--- src/design/stopwatch_regs.svh ---
`ifndef STOPWATCH_REGS_SVH
`define STOPWATCH_REGS_SVH

// register offsets as printed; the index inside the block is offset - base
`define SW_BASE_OFS 16'h5020
`define SW_CTRL_OFS 16'h5020
`define SW_COUNT_OFS 16'h5021
`define SW_MASK_OFS 16'h5022
`define SW_FLAGS_OFS 16'h5023

// two-bit register index carried over the link
`define SW_CTRL_IDX 2'h0
`define SW_COUNT_IDX 2'h1
`define SW_MASK_IDX 2'h2
`define SW_FLAGS_IDX 2'h3

// bus byte address is four times the printed offset
`define SW_BUS_CTRL_ADDR 32'h00014080
`define SW_BUS_COUNT_ADDR 32'h00014084
`define SW_BUS_MASK_ADDR 32'h00014088
`define SW_BUS_FLAGS_ADDR 32'h0001408C
`define SW_BUS_STATUS_ADDR 32'h00000000

// control register fields
`define SW_CTRL_RUN_BIT 0
`define SW_CTRL_CLEAR_BIT 4

// count register fields
`define SW_TENTHS_MSB 7
`define SW_TENTHS_LSB 4
`define SW_HUND_MSB 3
`define SW_HUND_LSB 0

// mask and flag bit positions
`define SW_HZ100_BIT 0
`define SW_HZ10_BIT 1
`define SW_HZ1_BIT 2
`define SW_SRC_N 3

// reset values
`define SW_CTRL_RST 8'h00
`define SW_COUNT_RST 8'h00
`define SW_MASK_RST 3'h0
`define SW_FLAGS_RST 3'h0
`define SW_DIGIT_RST 4'h0

// controller status register
`define SW_STAT_IRQ_BIT 0

// bcd limits and 4:6 level threshold
`define SW_DIGIT_MAX 4'h9
`define SW_LEVEL_HIGH_FROM 4'h6

// hundredths step: last sub index for the 2-period and 3-period intervals
`define SW_SUB_LAST_SHORT 2'h1
`define SW_SUB_LAST_LONG 2'h2

// timing: system clock and operating clock rates in Hz
`define SW_CLK_HZ 100000000
`define SW_OSC_HZ 256
`define SW_TICK_DIV (`SW_CLK_HZ / `SW_OSC_HZ)
`define SW_DIV_W 19

`endif

--- src/design/stopwatch_pkg.sv ---
package stopwatch_pkg;

    // device state, registered as one word
    typedef struct packed {
        logic [18:0] div;
        logic run;
        logic run_req;
        logic [1:0] sub;
        logic alt;
        logic [3:0] hund;
        logic [3:0] tenth;
        logic [2:0] prev;
        logic [2:0] mask;
        logic [2:0] flags;
        logic [7:0] rdata;
    } dev_state_t;

    // controller bus states, gray along idle-strobe-wait-done
    typedef enum logic [1:0] {
        CTL_IDLE = 2'b00,
        CTL_STROBE = 2'b01,
        CTL_WAITD = 2'b11,
        CTL_DONE = 2'b10
    } ctl_fsm_t;

    typedef enum logic [1:0] {
        TGT_NONE = 2'b00,
        TGT_DEV = 2'b01,
        TGT_STAT = 2'b10
    } ctl_tgt_t;

    typedef struct packed {
        ctl_fsm_t fsm;
        ctl_tgt_t tgt;
        logic [1:0] idx;
        logic wr;
        logic [31:0] hrdata;
        logic irq;
    } ctl_state_t;

endpackage

--- src/design/stopwatch_link_if.sv ---
`timescale 1ns/1ns
interface stopwatch_link_if;
    logic [1:0] reg_idx;
    logic reg_wr;
    logic reg_rd;
    logic [7:0] reg_wdata;
    logic [7:0] reg_rdata;
    logic irq;

    modport device (
        input reg_idx,
        input reg_wr,
        input reg_rd,
        input reg_wdata,
        output reg_rdata,
        output irq
    );

    modport controller (
        output reg_idx,
        output reg_wr,
        output reg_rd,
        output reg_wdata,
        input reg_rdata,
        input irq
    );
endinterface

--- src/design/stopwatch_timer.sv ---
// Chosen here: the AHB-Lite interface to the registers.
`timescale 1ns/1ns
`include "stopwatch_regs.svh"

// Functional notes
// reserved register bits read as zero
// software writes zero to reserved bits
// clear bit zeroes both digits, reads zero
// clear while running keeps counting from zero
// clear while stopped holds zero until run
// run bit starts and stops, resets zero
// stopped counter holds its value
// count holds tenths high, hundredths low
// count register is read only
// software stops or double-reads for stable count
// mask holds three enables, reset zero
// enabled falling rate edge sets its flag
// interrupt request high while any flag set
// writing one clears flag, zero ignored
// interrupt controller input is level triggered
// software clears flags before enabling them
// controller enable also gates the interrupt
// counting runs from 256 Hz operating rate
// hundredths advance alternately after 2, 3 periods
// tenths count 10 Hz carry, 4:6 ratio
// run/stop act on next tick, reads hold
// writes resynchronised to tick, edges detected there; only the run request is, clear and flag clears act at once
module stopwatch_timer #(
    parameter int unsigned TICK_DIV = `SW_TICK_DIV
) (
    input wire logic clk_in,
    input wire logic arst_n_in,
    stopwatch_link_if.device link,
    output logic running_out,
    output logic [7:0] count_out
);

    stopwatch_pkg::dev_state_t s_ff;
    stopwatch_pkg::dev_state_t nxt_s;

    logic tick;
    logic [2:0] lvl;
    logic [2:0] fall;
    logic [2:0] clr;
    logic [1:0] sub_last;
    genvar gi;

    // per-source write-one clear; a zero bit leaves its flag alone
    // decoded straight from the link so the flag merge below sees no feedback
    generate
        for (gi = 0; gi < `SW_SRC_N; gi = gi + 1) begin : g_src_clr
            assign clr[gi] = link.reg_wr && (link.reg_idx == `SW_FLAGS_IDX) &&
                             link.reg_wdata[gi];
        end
    endgenerate

    // rate levels: 100 Hz falls at each step, 10 Hz and 1 Hz are high for 4 of 10 counts
    function automatic logic [2:0] levels(input stopwatch_pkg::dev_state_t v);
        logic [2:0] l;
        l = 3'h0;
        l[`SW_HZ100_BIT] = (v.sub != 2'h0);
        l[`SW_HZ10_BIT] = (v.hund >= `SW_LEVEL_HIGH_FROM);
        l[`SW_HZ1_BIT] = (v.tenth >= `SW_LEVEL_HIGH_FROM);
        return l;
    endfunction

    // read view of the selected register
    function automatic logic [7:0] read_view(input stopwatch_pkg::dev_state_t v,
                                             input logic [1:0] idx);
        logic [7:0] r;
        r = 8'h00;
        if (idx == `SW_CTRL_IDX) begin
            // clear bit reads zero; run reads one until really stopped
            r[`SW_CTRL_RUN_BIT] = v.run | v.run_req; // see R21 see R03
        end else if (idx == `SW_COUNT_IDX) begin
            r[`SW_TENTHS_MSB:`SW_TENTHS_LSB] = v.tenth;
            r[`SW_HUND_MSB:`SW_HUND_LSB] = v.hund;
        end else if (idx == `SW_MASK_IDX) begin
            r[2:0] = v.mask;
        end else begin
            r[2:0] = v.flags;
        end
        return r;
    endfunction

    // next-state logic
    always_comb begin
        nxt_s = s_ff;
        fall = 3'h0;
        lvl = 3'h0;
        sub_last = s_ff.alt ? `SW_SUB_LAST_LONG : `SW_SUB_LAST_SHORT;

        // 256 Hz operating rate as a one-cycle enable from the divider
        tick = (s_ff.div == `SW_DIV_W'(TICK_DIV - 1));
        if (tick) begin
            nxt_s.div = '0;
        end else begin
            nxt_s.div = s_ff.div + `SW_DIV_W'(1);
        end

        // counting only on a tick while running; stopped state holds digits
        if (tick && s_ff.run) begin
            if (s_ff.sub == sub_last) begin
                // alternate 2 and 3 ticks per hundredth
                nxt_s.sub = 2'h0;
                nxt_s.alt = ~s_ff.alt;
                if (s_ff.hund == `SW_DIGIT_MAX) begin
                    nxt_s.hund = `SW_DIGIT_RST;
                    // tenths take the 10 Hz carry
                    if (s_ff.tenth == `SW_DIGIT_MAX) begin
                        nxt_s.tenth = `SW_DIGIT_RST;
                    end else begin
                        nxt_s.tenth = s_ff.tenth + 4'h1;
                    end
                end else begin
                    nxt_s.hund = s_ff.hund + 4'h1;
                end
            end else begin
                nxt_s.sub = s_ff.sub + 2'h1;
            end
        end

        // run request is taken over only at a tick, so a stop still lets that tick count
        if (tick) begin
            nxt_s.run = s_ff.run_req; // see R21
            lvl = levels(nxt_s);
            fall = s_ff.prev & ~lvl;
            nxt_s.prev = lvl;
        end

        // register writes
        if (link.reg_wr) begin
            if (link.reg_idx == `SW_CTRL_IDX) begin
                nxt_s.run_req = link.reg_wdata[`SW_CTRL_RUN_BIT];
                if (link.reg_wdata[`SW_CTRL_CLEAR_BIT]) begin
                    // clear now; run follows bit 0 of this same write, so a running timer goes on only if run is written one
                    nxt_s.hund = `SW_DIGIT_RST; // see R03 see R04
                    nxt_s.tenth = `SW_DIGIT_RST;
                    nxt_s.sub = 2'h0;
                    nxt_s.alt = 1'b0;
                    nxt_s.prev = 3'h0; // avoids a false falling edge from the clear
                end
            end else if (link.reg_idx == `SW_MASK_IDX) begin
                nxt_s.mask = link.reg_wdata[2:0];
            end
            // flag writes act only through the per-source clear strobes
            // count register writes fall through untouched
        end

        // flags: set wins over a clear in the same cycle
        nxt_s.flags = (s_ff.flags & ~clr) | (fall & s_ff.mask); // see R12

        // read data registered one cycle after the strobe
        if (link.reg_rd) begin
            nxt_s.rdata = read_view(s_ff, link.reg_idx);
        end
    end

    // state register
    always_ff @(posedge clk_in or negedge arst_n_in) begin
        if (!arst_n_in) begin
            s_ff <= '0;
        end else begin
            s_ff <= nxt_s;
        end
    end

    // outputs
    assign link.reg_rdata = s_ff.rdata;
    assign link.irq = |s_ff.flags;
    assign running_out = s_ff.run;
    assign count_out = {s_ff.tenth, s_ff.hund};

endmodule

--- src/flat_wrapper.sv ---
// flat-port wrapper written by rule: the top's interface ports become plain ports
module stopwatch_timer_flat 
#(
    parameter int unsigned TICK_DIV = `SW_TICK_DIV
)
  (clk_in, arst_n_in, running_out, count_out, link_reg_idx, link_reg_wr, link_reg_rd, link_reg_wdata, link_reg_rdata, link_irq);
  stopwatch_link_if link_i ();
  input wire logic clk_in;
  input wire logic arst_n_in;
  output logic running_out;
  output logic [7:0] count_out;
  input wire logic [$bits(link_i.reg_idx)-1:0] link_reg_idx;
  input wire logic [$bits(link_i.reg_wr)-1:0] link_reg_wr;
  input wire logic [$bits(link_i.reg_rd)-1:0] link_reg_rd;
  input wire logic [$bits(link_i.reg_wdata)-1:0] link_reg_wdata;
  output wire logic [$bits(link_i.reg_rdata)-1:0] link_reg_rdata;
  output wire logic [$bits(link_i.irq)-1:0] link_irq;
  assign link_i.reg_idx = link_reg_idx;
  assign link_i.reg_wr = link_reg_wr;
  assign link_i.reg_rd = link_reg_rd;
  assign link_i.reg_wdata = link_reg_wdata;
  assign link_reg_rdata = link_i.reg_rdata;
  assign link_irq = link_i.irq;
  stopwatch_timer #(.TICK_DIV(TICK_DIV)) u_core (.clk_in(clk_in), .arst_n_in(arst_n_in), .link(link_i), .running_out(running_out), .count_out(count_out));
endmodule
--- config.mk ---
export PLATFORM = sky130hd
export DESIGN_NAME = stopwatch_timer_flat
export DESIGN_NICKNAME = d
export VERILOG_FILES = /design/src/design/stopwatch_pkg.sv /design/src/design/stopwatch_link_if.sv /design/src/design/stopwatch_timer.sv /design/src/flat_wrapper.sv
export VERILOG_INCLUDE_DIRS = /design/src /design/src/design
export SDC_FILE = /design/constraint.sdc
export NUM_CORES = 1
export LEC_CHECK = 0
export BUFFER_PORTS_ARGS = -buffer_cell sky130_fd_sc_hd__buf_4
export CAP_MARGIN = 0
export CORE_MARGIN = 3
export CORE_UTILIZATION = 50
export CTS_CLUSTER_DIAMETER = 100
export CTS_CLUSTER_SIZE = 16
export DETAILED_ROUTE_END_ITERATION = 12
export PLACE_DENSITY = 0.7
export SYNTH_ARGS = -nofsm -noshare
export SYNTH_HDL_FRONTEND = slang
export SYNTH_SLANG_ARGS = --single-unit
export TNS_END_PERCENT = 100
--- constraint.sdc ---
create_clock -name clk_in -period 4.25 [get_ports clk_in]
set_input_delay 0.85 -clock clk_in [delete_from_list [all_inputs] [get_ports clk_in]]
set_output_delay 0.85 -clock clk_in [all_outputs]
set_load 0.1 [all_outputs]
==> summary.md, run 1 <==
The run finished with clean final reports. The iteration count of the initial detailed-routing pass came out at 5. Counting distinct cell types in the post-synthesis netlist gives 52. Clock-pin transition on the worst setup and hold timing paths: 0.08 ns.

The post-route antenna net violation count is 0. In this run, the number of DRC markers left after iteration 0 of detailed routing was 81. The quantity of hold-fixing buffers added after cts is 0. The run gives 52.52% as the starting density of the core.

The part of the cycle the worst path needs was 50.90%; the number of setup violations in the final report was 0. The routed wire length was 5.262 mm. The routed layout has 2,030 vias. The H-tree was split into 2 levels.

The count of input and output buffers works out to 27. The number of max-slew violations in the final report came out at 0. The gate count of the mapped netlist came out at 287. The run gives 0 ns as the total negative slack. The library cell used most frequently in the layout, excluding fill and tap cells, is dfrtp_1. The clock passes through at most 2 buffers. At the worst endpoint, the required time is 3.40 ns. The number of nets in the synthesized netlist is 305. During I/O placement, the number of pins put on the boundary was 32. The per-instance average area after synthesis is 9.526 sq um, and the CTS sink count is 49. The overall die area was 0.006391 sq mm. Count of flip-flops with a built-in enable after synthesis: 0.

The final hold violation count was 0; the number of nets in the finished design was 315. The number of setup buffers added after CTS is 0. In this run, CTS created clock tree buffers numbering 5. Along the worst path, the maximum fanout reaches 3. 0 antenna diodes ended up in the layout. The routed design could run at a clock period as short as 2.163 ns. After legalization and detailed placement, the total HPWL measured 3.815 mm. In this run switching power makes up 34.50% of total power.

The analysis attributes to net switching a power of 0.3669 mW. From left edge to right edge, the die measures 79.95 um. The arrival time of the worst setup path was 1.31 ns. Summed over all layers, the global routing overflow is 0.

The class of the most critical setup path was register to primary output. The mapped netlist covers 0.002734 sq mm. For this run, the number of Yosys warnings is 0. Between clock sinks in the finished design, the worst skew comes to 0.005891 ns. After floorplanning, the core was sized to cover 0.005205 sq mm. The design draws 1.063 mW. The path category of the worst min-delay check is register to register. Setup repair after global routing left no endpoint under its margin. The initial antenna violation count came out at 0. For the post-route DRC violation count, the log shows 0. The logs give 25.5% for the share of total power in the clock network and 0 for the max-capacitance violation count. Registers are responsible for 50.3% of the overall power.

After synthesis the netlist holds a flip-flop and latch count of 49. In the final layout, the share of cells above drive strength 1 is 17.85%. Maximum clock rate: 462.2 MHz.

The analysis attributes to cell leakage a power of 1.329 nW. The placer's final routability congestion estimate is 0.8548. The chip height works out to 79.95 um. TritonCTS built the clock tree. The run gives 1,926 as the via count of the first global-routing pass. The run gives 50 as the maximum number of pins on one net before global-route repair.

Across every metal layer, demand over resource in global routing totals 18.10%. The endpoint class of the critical path was a primary output. The most used flip-flop cell after synthesis is dfrtp_1. Cell internal power was estimated by the tool at 0.6964 mW. The post-synthesis to final-layout area growth was 8.009%. STA classifies the critical path startpoint as a register.

Once the clock tree was built, the resizer swapped 0 gates to a different size. After detailed routing, the average wire length per cell comes to 14.34 um. The root buffer cell was clkbuf_8. The global-route wire length before repair is 9.128 mm, and the total power density per cell area is 360.1 mW/mm^2. In the layout the commonest cells are dfrtp_1 (49), nor2_1 (33), buf_4 (28). The tools report the clock insertion delay at the later pin of the skew report as 0.30 ns. Fraction of synthesis flops using an asynchronous set or reset pin: 100.0%. Measured against its own limit, the worst slew margin works out to 51.76%. For the peak supply drop, the log shows 0.0001929 V. The slew at the pin closest to its max-slew limit works out to 0.7169 ns.

The initialized floorplan defines 26 standard-cell rows. The logs give 56.73% for the final standard cell utilization of the core and 44.85% for the share of synthesized area occupied by flip-flops and latches. Combinational logic is responsible for 24.2% of the overall power.

In the routed layout, each cell is associated on average with a via count of 5.531.
==> Yosys cell counts, types with 5 or more instances <==
library cell,instances,share of area [%]
a21oi_1,9,1.6
o21ai_0,10,1.8
buf_4,18,4.9
xnor2_1,13,4.2
inv_1,16,2.2
nand2_1,27,3.7
nor2_1,33,4.5
xor2_1,5,1.6
nand4_1,7,1.6
mux2_2,8,3.3
dfrtp_1,49,45
nand3_1,19,3.5
==> final timing paths <==
check / start / to / slack (ns) / depth (start not counted)
worst max-delay path: u_core.s_ff[9]$_DFF_PN0_ / link_irq / 2.09 / 2
worst min-delay path: u_core.s_ff[45]$_DFF_PN0_ / u_core.s_ff[45]$_DFF_PN0_ / 0.48 / 1
worst max register to register: u_core.s_ff[30]$_DFF_PN0_ / u_core.s_ff[10]$_DFF_PN0_ / 2.12 / 7
worst min register to register: u_core.s_ff[45]$_DFF_PN0_ / u_core.s_ff[45]$_DFF_PN0_ / 0.48 / 1
max in group asynchronous: arst_n_in / u_core.s_ff[45]$_DFF_PN0_ / 3.27 / 1
min in group asynchronous: arst_n_in / u_core.count_out[7]$_DFF_PN0_ / 0.57 / 1
==> final cells by class <==
type	count	area (sq um)
fill	471	2252
multi-input combinational	197	1282
sequential	49	1226
timing repair buffer	28	210.2
tap	70	87.58
clock buffer	7	86.33
inverter	16	60.06
==> worst max-delay path: stages, from the launching register on <==
cell     delay, ns
dfrtp_1       0.39
or3_1         0.38
buf_4         0.24
==> metrics by stage <==
| stage | std cells | setup slack (ns) | hold WS [ns] | cell area, sq um |
|---|---|---|---|---|
| after floorplan | 287 | 1.862 | 0.4437 | 2734 |
| after detailed placement | 360 | 2.119 | 0.4750 | 2867 |
| after global routing | 367 | 1.951 | 0.5031 | 2953 |
| after global placement | 360 | 2.131 | 0.4652 | 2867 |
| after CTS | 367 | 2.071 | 0.4864 | 2953 |
| final | 367 | 2.087 | 0.4806 | 2953 |
==> state kept, by name, summed over array words and instances (netlist names) <==
name and cells:
u_core.count_out 8, u_core.link.reg_rdata 8, u_core.running_out 1, u_core.s_ff 32
==> power by group through the flow <==
| stage | clock network (mW) | logic, mW | registers (mW) |
|---|---|---|---|
| 2_1_floorplan | 0 | 0.226 | 0.530 |
| 3_3_place_gp | 0 | 0.254 | 0.543 |
| 3_5_place_dp | 0 | 0.257 | 0.544 |
| 4_1_cts | 0.281 | 0.258 | 0.535 |
| 5_1_grt | 0.300 | 0.273 | 0.542 |
| 6_report | 0.271 | 0.257 | 0.535 |
==> layer usage <==
metal | share of wire, % | track usage, %
met3 | 5.2 | 3.725
met5 | 0 | 0
met4 | 0.72 | 4.223
met1 | 50 | 26.29
met2 | 44 | 27.73
==> cell families (layout without fill, tap and decap cells) <==
group	after synthesis	in the layout	synth area share (%)
simple gates	119	119	22.98
fa+ha+maj	4	4	1.831
xor+xnor	18	18	5.767
flops	49	49	44.85
mux	13	13	5.584
buf+inv	41	51	8.238
compound gates	43	43	10.76
Note: power is estimated with default switching activity, not from simulation.
==> run 2: changes to the inputs <==
- ABC_AREA: default -> 1
- PLACE_DENSITY: 0.7 -> 0.72
- clock period: 4.25 -> 1.9 ns (I/O delays scaled with it)
==> summary.md, run 2 <==
After routing, the total negative slack on setup checks comes to 0 ns. The number of nets in the finished design is 439. The final critical delay including setup and external delays works out to 1.795 ns.

In this run the core area contains 27 standard-cell rows. Port buffering added 27 buffers. The post-route antenna net violation count was 0.

The endpoint class of the critical path is a register. At the end of routability-driven placement, the weighted congestion stood at 0.8460. The vias after detailed routing came out at 2,553. TritonCTS built the clock tree. Largest register by flop count: u_core.s_ff.

The class of the most critical setup path is register to register. In this run the worst path has a maximum fanout of 6. For this run the aggregate overflow at the end of global routing stands at 0. The most common cell after layout, fill and taps aside was nand2_1. By instance count, the leading cell after synthesis is nand2_1.

The tree built by TritonCTS fans out to 49 sinks. The final hold violation count came out at 0. Counting tap cells, the placed design contains a total of 479 instances.

Of all cell types, the one taking the most synthesized area is dfrtp_1. Using the TritonRoute via totals, the vias-per-cell ratio works out to 5.168. The tools report the core footprint as 0.005574 sq mm. The worst path required time is 2.09 ns, and the quantity of hold-fixing buffers added after cts is 0. For the number of antenna repair diodes, the log shows 0.

The run gives 494 as the number of standard cells in the final layout excluding fillers. The initial antenna violation count came out at 0. Element type at the critical path start: a register. The post-synthesis to final-layout area growth was 14.22%; the post-route total power was 2.276 mW. For the share of synthesized area occupied by flip-flops and latches, the log shows 42.22%. At the end of the flow the core is filled with cells to 59.51%.

The iteration count of the initial detailed-routing pass was 7; the starting density of the core was 52.10%. For this run, design rule violations remaining after detail routing come to 0. Setup violations remaining at the end of the flow were counted as 0. The run gives 0 as the number of max-slew violations in the final report.

In this run, distinct cell masters in the synthesized netlist total 31. For the worst-skew pair, the clock arrives at the later sink with an insertion delay of 0.30 ns. The average detailed-routed wire length per instance was 12.74 um.

In the synthesized netlist the async set-or-reset flop fraction comes to 100.0%. The tools report the routed wire length as 6.292 mm. The leakage power is 1.650 nW, and the share of final-layout standard cells stronger than drive strength 1 is 20.85%. For the count of synthesis-stage warnings from yosys, the log shows 0. In this run the tightest slew margin relative to its limit is 58.54%. For the via count of the first global-routing pass, the log shows 2,247. The number of nets in the synthesized netlist is 410.

The register cell area after layout is 0.001226 sq mm, and the total power density per cell area is 686.0 mW/mm^2. The final HPWL from detailed placement was 4.688 mm; the total I/O pin count was 32. The signal on the critical path passes through inv_1, ha_2, nand2_2, nor2_1, nand3_1, nor2_4, nand4_1, nand2_1, nand2_2, nand4_1, nand2_1. The slew at the pin closest to its max-slew limit came out at 0.6219 ns.

Prior to clock tree synthesis, the placed netlist has a worst setup slack of 0.09608 ns. For this run, the slowest stage of the critical path takes 0.42 ns. The cell with the largest stage delay on the worst path is dfrtp_1. Global routing consumed, over all layers together, 19.93% of the routing resources. The primary flip-flop cell chosen by synthesis mapping was dfrtp_1. The arrival time of the worst setup path is 1.99 ns, and the worst path setup slack after routing is 0.1049 ns. By count the netlist is led by nand2_1 (81), inv_1 (59), dfrtp_1 (49), o21ai_0 (38), nor2_1 (37). The clock passes through at most 2 buffers.

The library cells used most frequently in the layout, excluding fill and tap cells, are nand2_1 (76), inv_1 (58), dfrtp_1 (49). Of the available clock period, the critical path in the final layout requires 94.48%. The logs give 0 for the max-capacitance violation count and 392 for the gate count of the mapped netlist. The run gives 0.006758 sq mm as the overall die area.

The tree is rooted in a clkbuf_8. The area of the mapped netlist came out at 0.002904 sq mm. Entering global routing, the biggest net connects 50 pins.

The filler cells instantiated in the layout total 543. Peak supply drop: 0.0003709 V. Between clock sinks in the finished design, the worst skew comes to 0.009399 ns.

TritonCTS created 5 clock buffers. The count of routing violations after the opening detailed-route iteration was 162; the area share of the largest cell type after synthesis was 42.22%. The synthesized design contains 49 register bits. Setup repair after global routing could not meet its margin everywhere. The maximum clock rate was 557.1 MHz. The H-tree was split into 2 levels. The number of flip-flops in the largest register is 32, and the count of flip-flops with a built-in enable after synthesis is 0.

The worst hold path belongs to the class input pin to async pin. Chip width: 82.21 um. The flow ran to the end, and the final reports show no timing, DRC or antenna violations. The tools report the global-route wire length before repair as 10.34 mm. A synthesized cell averages 7.408 sq um. Yosys attributes the largest share of cell area to dfrtp_1 (42%), nand2_1 (10%), inv_1 (7.6%). The clock-pin transition on the worst setup and hold timing paths is 0.09 ns, and the area used by multi-input combinational logic is 0.001329 sq mm. Chip height: 82.21 um.
==> run 2: critical path: cells and delay by family, from the launching register on <==
family                   cells  cell delay [ns]
AND/OR/NAND/NOR              9             1.02
buffers and inverters        1             0.07
adder cells (fa/ha/maj)      1             0.18
flip-flops                   1             0.42
==> run 2: layout make-up <==
type | count | share of cell area [%]
flip-flops and latches | 49 | 36.97
clock buffers | 7 | 2.603
multi-input cells | 258 | 40.06
well taps | 72 | 2.716
clock inverters | 1 | 0.9053
inverters | 66 | 7.469
repair buffers | 41 | 9.280
==> run 2: timing repair <==
action	4_1_cts	5_1_grt
endpoints found under the hold margin	0	0
endpoints found under the setup margin	0	9
gates resized for setup	0	12
buffers inserted	0	7
==> run 2: per-layer routing <==
| layer | GRT usage (%) | vias up | share of wire [%] |
|---|---|---|---|
| li1 | - | 1298 | - |
| met1 | 28.80 | 1194 | 49 |
| met2 | 29.73 | 55 | 46 |
| met3 | 4.989 | 6 | 4.2 |
| met4 | 5.150 | 0 | 0.97 |
| met5 | 0 | - | 0 |
==> run 2: logic make-up after synthesis <==
| kind of cell | share of synthesized area [%] |
|---|---|
| compound gates | 12.93 |
| xor+xnor | 1.508 |
| fa+ha+maj | 1.723 |
| buf+inv | 13.14 |
| flops | 42.22 |
| simple gates | 28.48 |
==> run 2: final timing paths <==
kind | start | end | slack [ns] | cells past startpoint
max | u_core.s_ff[30]$_DFF_PN0_ | u_core.s_ff[10]$_DFF_PN0_ | 0.10 | 11
min | arst_n_in | u_core.link.reg_rdata[5]$_DFFE_PN0P_ | 0.08 | 1
max reg2reg | u_core.s_ff[30]$_DFF_PN0_ | u_core.s_ff[10]$_DFF_PN0_ | 0.10 | 11
min reg2reg | u_core.s_ff[48]$_DFF_PN0_ | u_core.s_ff[48]$_DFF_PN0_ | 0.48 | 1
max in group asynchronous | arst_n_in | u_core.s_ff[47]$_DFF_PN0_ | 1.39 | 1
min in group clk_in | link_reg_wr | u_core.s_ff[28]$_DFFE_PN0P_ | 0.29 | 2
==> run 2: stage by stage <==
step / instance area, sq um / hold WS, ns
final: 3317 / 0.07862
after CTS: 3232 / 0.1137
after global placement: 3115 / 0.4398
after floorplan: 2904 / 0.08441
after global routing: 3317 / 0.1254
after detailed placement: 3115 / 0.4447
==> run 2: where the power goes <==
part | total [mW] | switching [mW] | internal (mW) | leakage (nW)
logic | 0.391 | 0.297 | 0.0940 | 0.936
registers | 1.12 | 0.0342 | 1.08 | 0.655
clock network | 0.768 | 0.339 | 0.429 | 0.0585
==> run 3: changes to the inputs <==
- REMOVE_ABC_BUFFERS: default -> 1
==> summary.md, run 3 (same netlist as run 2, synthesis figures left out) <==
The flow ran to the end, and the final reports show no timing, DRC or antenna violations. For the worst flop-to-flop path, the logic depth is 12. The floorplan has 27 rows.

The quantity of hold-fixing buffers added after cts is 0. The final layout contains 441 nets. From synthesis to final layout, the design area changed by 14.22%. The chip height is 82.21 um, and the vias per cell is 5.115. The final critical delay including setup and external delays is 1.864 ns. The worst register-to-register path begins at u_core.s_ff[30]$_DFF_PN0_.

The first global-routing pass estimated 10.36 mm of wire. The number of max-slew violations in the final report is 0, and the arrival time of the worst setup path is 2.11 ns. For the maximum clock rate, the log shows 536.6 MHz. The register with the most flip-flops in the layout has 32 of them.

In this run the worst hold path is classified as input pin to async pin. Setup violations remaining at the end of the flow were counted as 0. The internal power is 1.436 mW, and the slew at the pin closest to its max-slew limit is 0.6134 ns.

Clock tree synthesis found a total of 49 sinks. The worst-case IR drop observed on VDD is 0.0005002 V. Counting along the longest clock path gives a buffer depth of 2.

The logs give 18.2% for the portion of total power attributed to combinational logic and 0.8468 for the placer's final routability congestion estimate. After detailed routing, the average wire length per cell comes to 12.74 um. The reg-to-reg endpoint was u_core.s_ff[10]$_DFF_PN0_. Summed over all failing endpoints, the final setup total negative slack is 0 ns. Vias after detailed routing: 2,537. Once the floorplan was initialized, standard cells occupied 52.10% of the core. The maximum number of pins on one net before global-route repair was 50. Per report_power, the sequential group accounts for 52.6% of the total. Once detail routing completed, the nets flagged for antenna violations numbered 0.

The leakage power was 1.648 nW. The clock reaches the later pin of the worst-skew pair after 0.30 ns. The max-capacitance violation count is 0, and the total power density per cell area is 639.0 mW/mm^2. The maximum fanout count along the critical path was 5; the number of antenna repair diodes was 0. The root buffer cell chosen for the clock tree is clkbuf_8. Input and output buffers added on the ports amount to 27. STA classifies the critical path startpoint as a register. The part of the cycle the worst path needs was 98.09%; the worst hold slack across all endpoints was 0.08557 ns.

The switching power share of the total is 32.26%. The final HPWL from detailed placement is 4.581 mm, and the routed wire length is 6.318 mm. Final hold violation count: 0. The worst pin sits at a relative slew slack of 59.11%. In the layout the commonest cells are nand2_1 (80), inv_1 (58), dfrtp_1 (49). The worst-case register-to-register setup slack is 0.04 ns. The share of total power in the clock network is 29.2%. The worst setup path is captured at a register.

The tools report the iteration count of the initial detailed-routing pass as 4. The library cell used most frequently in the layout, excluding fill and tap cells, is nand2_1. The total congestion overflow after global routing came out at 0. The floorplan step defined a die boundary enclosing 0.006758 sq mm. The share of final-layout standard cells stronger than drive strength 1 is 20.75%. The tools report the post-route total power as 2.120 mW.

After detailed routing, the number of remaining DRC violations is 0. Setup repair after global routing could not meet its margin everywhere. In this run the standard cell core region covers 0.005574 sq mm. The worst clock skew was 0.005615 ns; the total routing usage reported by global routing was 19.94%. For the via count of the first global-routing pass, the log shows 2,276. The class of the most critical setup path was register to register. The detailed router finished its first iteration with 144 violations.

TritonCTS built the clock tree. For the switching power total, the log shows 0.6837 mW. The chip width came out at 82.21 um. For the total I/O pin count, the log shows 32. Counting flops per register, the top entry is u_core.s_ff. Buffers inserted during clock tree synthesis total 5.

The maximum level of the CTS H-tree came out at 2. The initial antenna violation count came out at 0. STA puts the critical path data required time at 2.15 ns. After clock tree synthesis, the clock-pin slew on the worst setup and hold paths is 0.09 ns.
run 3: changes by cell type in the layout (fill, tap and decap cells not counted):
cell / change
nand2_2: -4
nand3_1: -1
clkbuf_8: -1
buf_4: +1
nor2_1: -1
nand3_2: +1
inv_6: +1
nand4_2: -1
nand2_1: +4
nand4_4: +1
bufinv_16: -1
clkinv_2: +1
nor2_4: +2
run 3: final cells by class:
type | instances | area (sq um)
fillers | 538 | 2257
clock buffers | 6 | 72.57
inverters | 66 | 247.7
well taps | 72 | 90.09
clock inverters | 2 | 13.76
repair buffers | 42 | 315.3
flip-flops and latches | 49 | 1226
multi-input cells | 259 | 1351
run 3: metrics by stage:
stage	setup slack (ns)	area [sq um]	utilization (%)	std cells
2_1_floorplan	-0.4226	2770	-	373
3_3_place_gp	0.07084	3123	56.03	480
3_5_place_dp	0.04732	3123	56.03	480
4_1_cts	0.01828	3209	57.58	488
5_1_grt	-0.06451	3317	59.51	496
6_report	0.03632	3317	59.51	496
run 3: worst max-delay path: stages (launching register included):
cell,delay (ns)
dfrtp_1,0.43
inv_1,0.07
ha_2,0.19
nand2_2,0.08
nor2_2,0.12
nand3_2,0.12
nor2_4,0.24
nand3_2,0.10
nand2_1,0.11
nand2_1,0.05
nand2_1,0.09
nand4_1,0.14
nand2_1,0.08
run 3: worst max path at each step:
stage                                        from                         to  slack [ns]  cells after the start
CTS                     u_core.s_ff[30]$_DFF_PN0_  u_core.s_ff[10]$_DFF_PN0_        0.02                     12
global placement        u_core.s_ff[30]$_DFF_PN0_  u_core.s_ff[10]$_DFF_PN0_        0.07                     12
floorplan           u_core.count_out[0]$_DFF_PN0_  u_core.s_ff[10]$_DFF_PN0_       -0.42                     11
detailed placement      u_core.s_ff[30]$_DFF_PN0_  u_core.s_ff[10]$_DFF_PN0_        0.05                     12
finish                  u_core.s_ff[30]$_DFF_PN0_  u_core.s_ff[10]$_DFF_PN0_        0.04                     12
global route            u_core.s_ff[30]$_DFF_PN0_  u_core.s_ff[10]$_DFF_PN0_       -0.06                     12
run 3: layer usage:
layer  up-vias  track usage, %  routed length (um)
li1       1308               -                   -
met1      1190           27.97                3054
met2        35           30.45                2978
met3         4           4.121                 210
met4         0           6.977                  74
met5         -               0                   0
run 3: power by group through the flow:
stage | combinational, mW | clock (mW) | sequential (mW)
floorplan | 0.126 | 0 | 1.27
global placement | 0.383 | 0 | 1.13
global route | 0.421 | 0.681 | 1.12
CTS | 0.387 | 0.647 | 1.11
finish | 0.385 | 0.619 | 1.12
detailed placement | 0.387 | 0 | 1.14
run 3: repair_timing:
action	in CTS	in global routing
buffers inserted	0	7
resized for setup	0	13
setup endpoints to repair	0	14
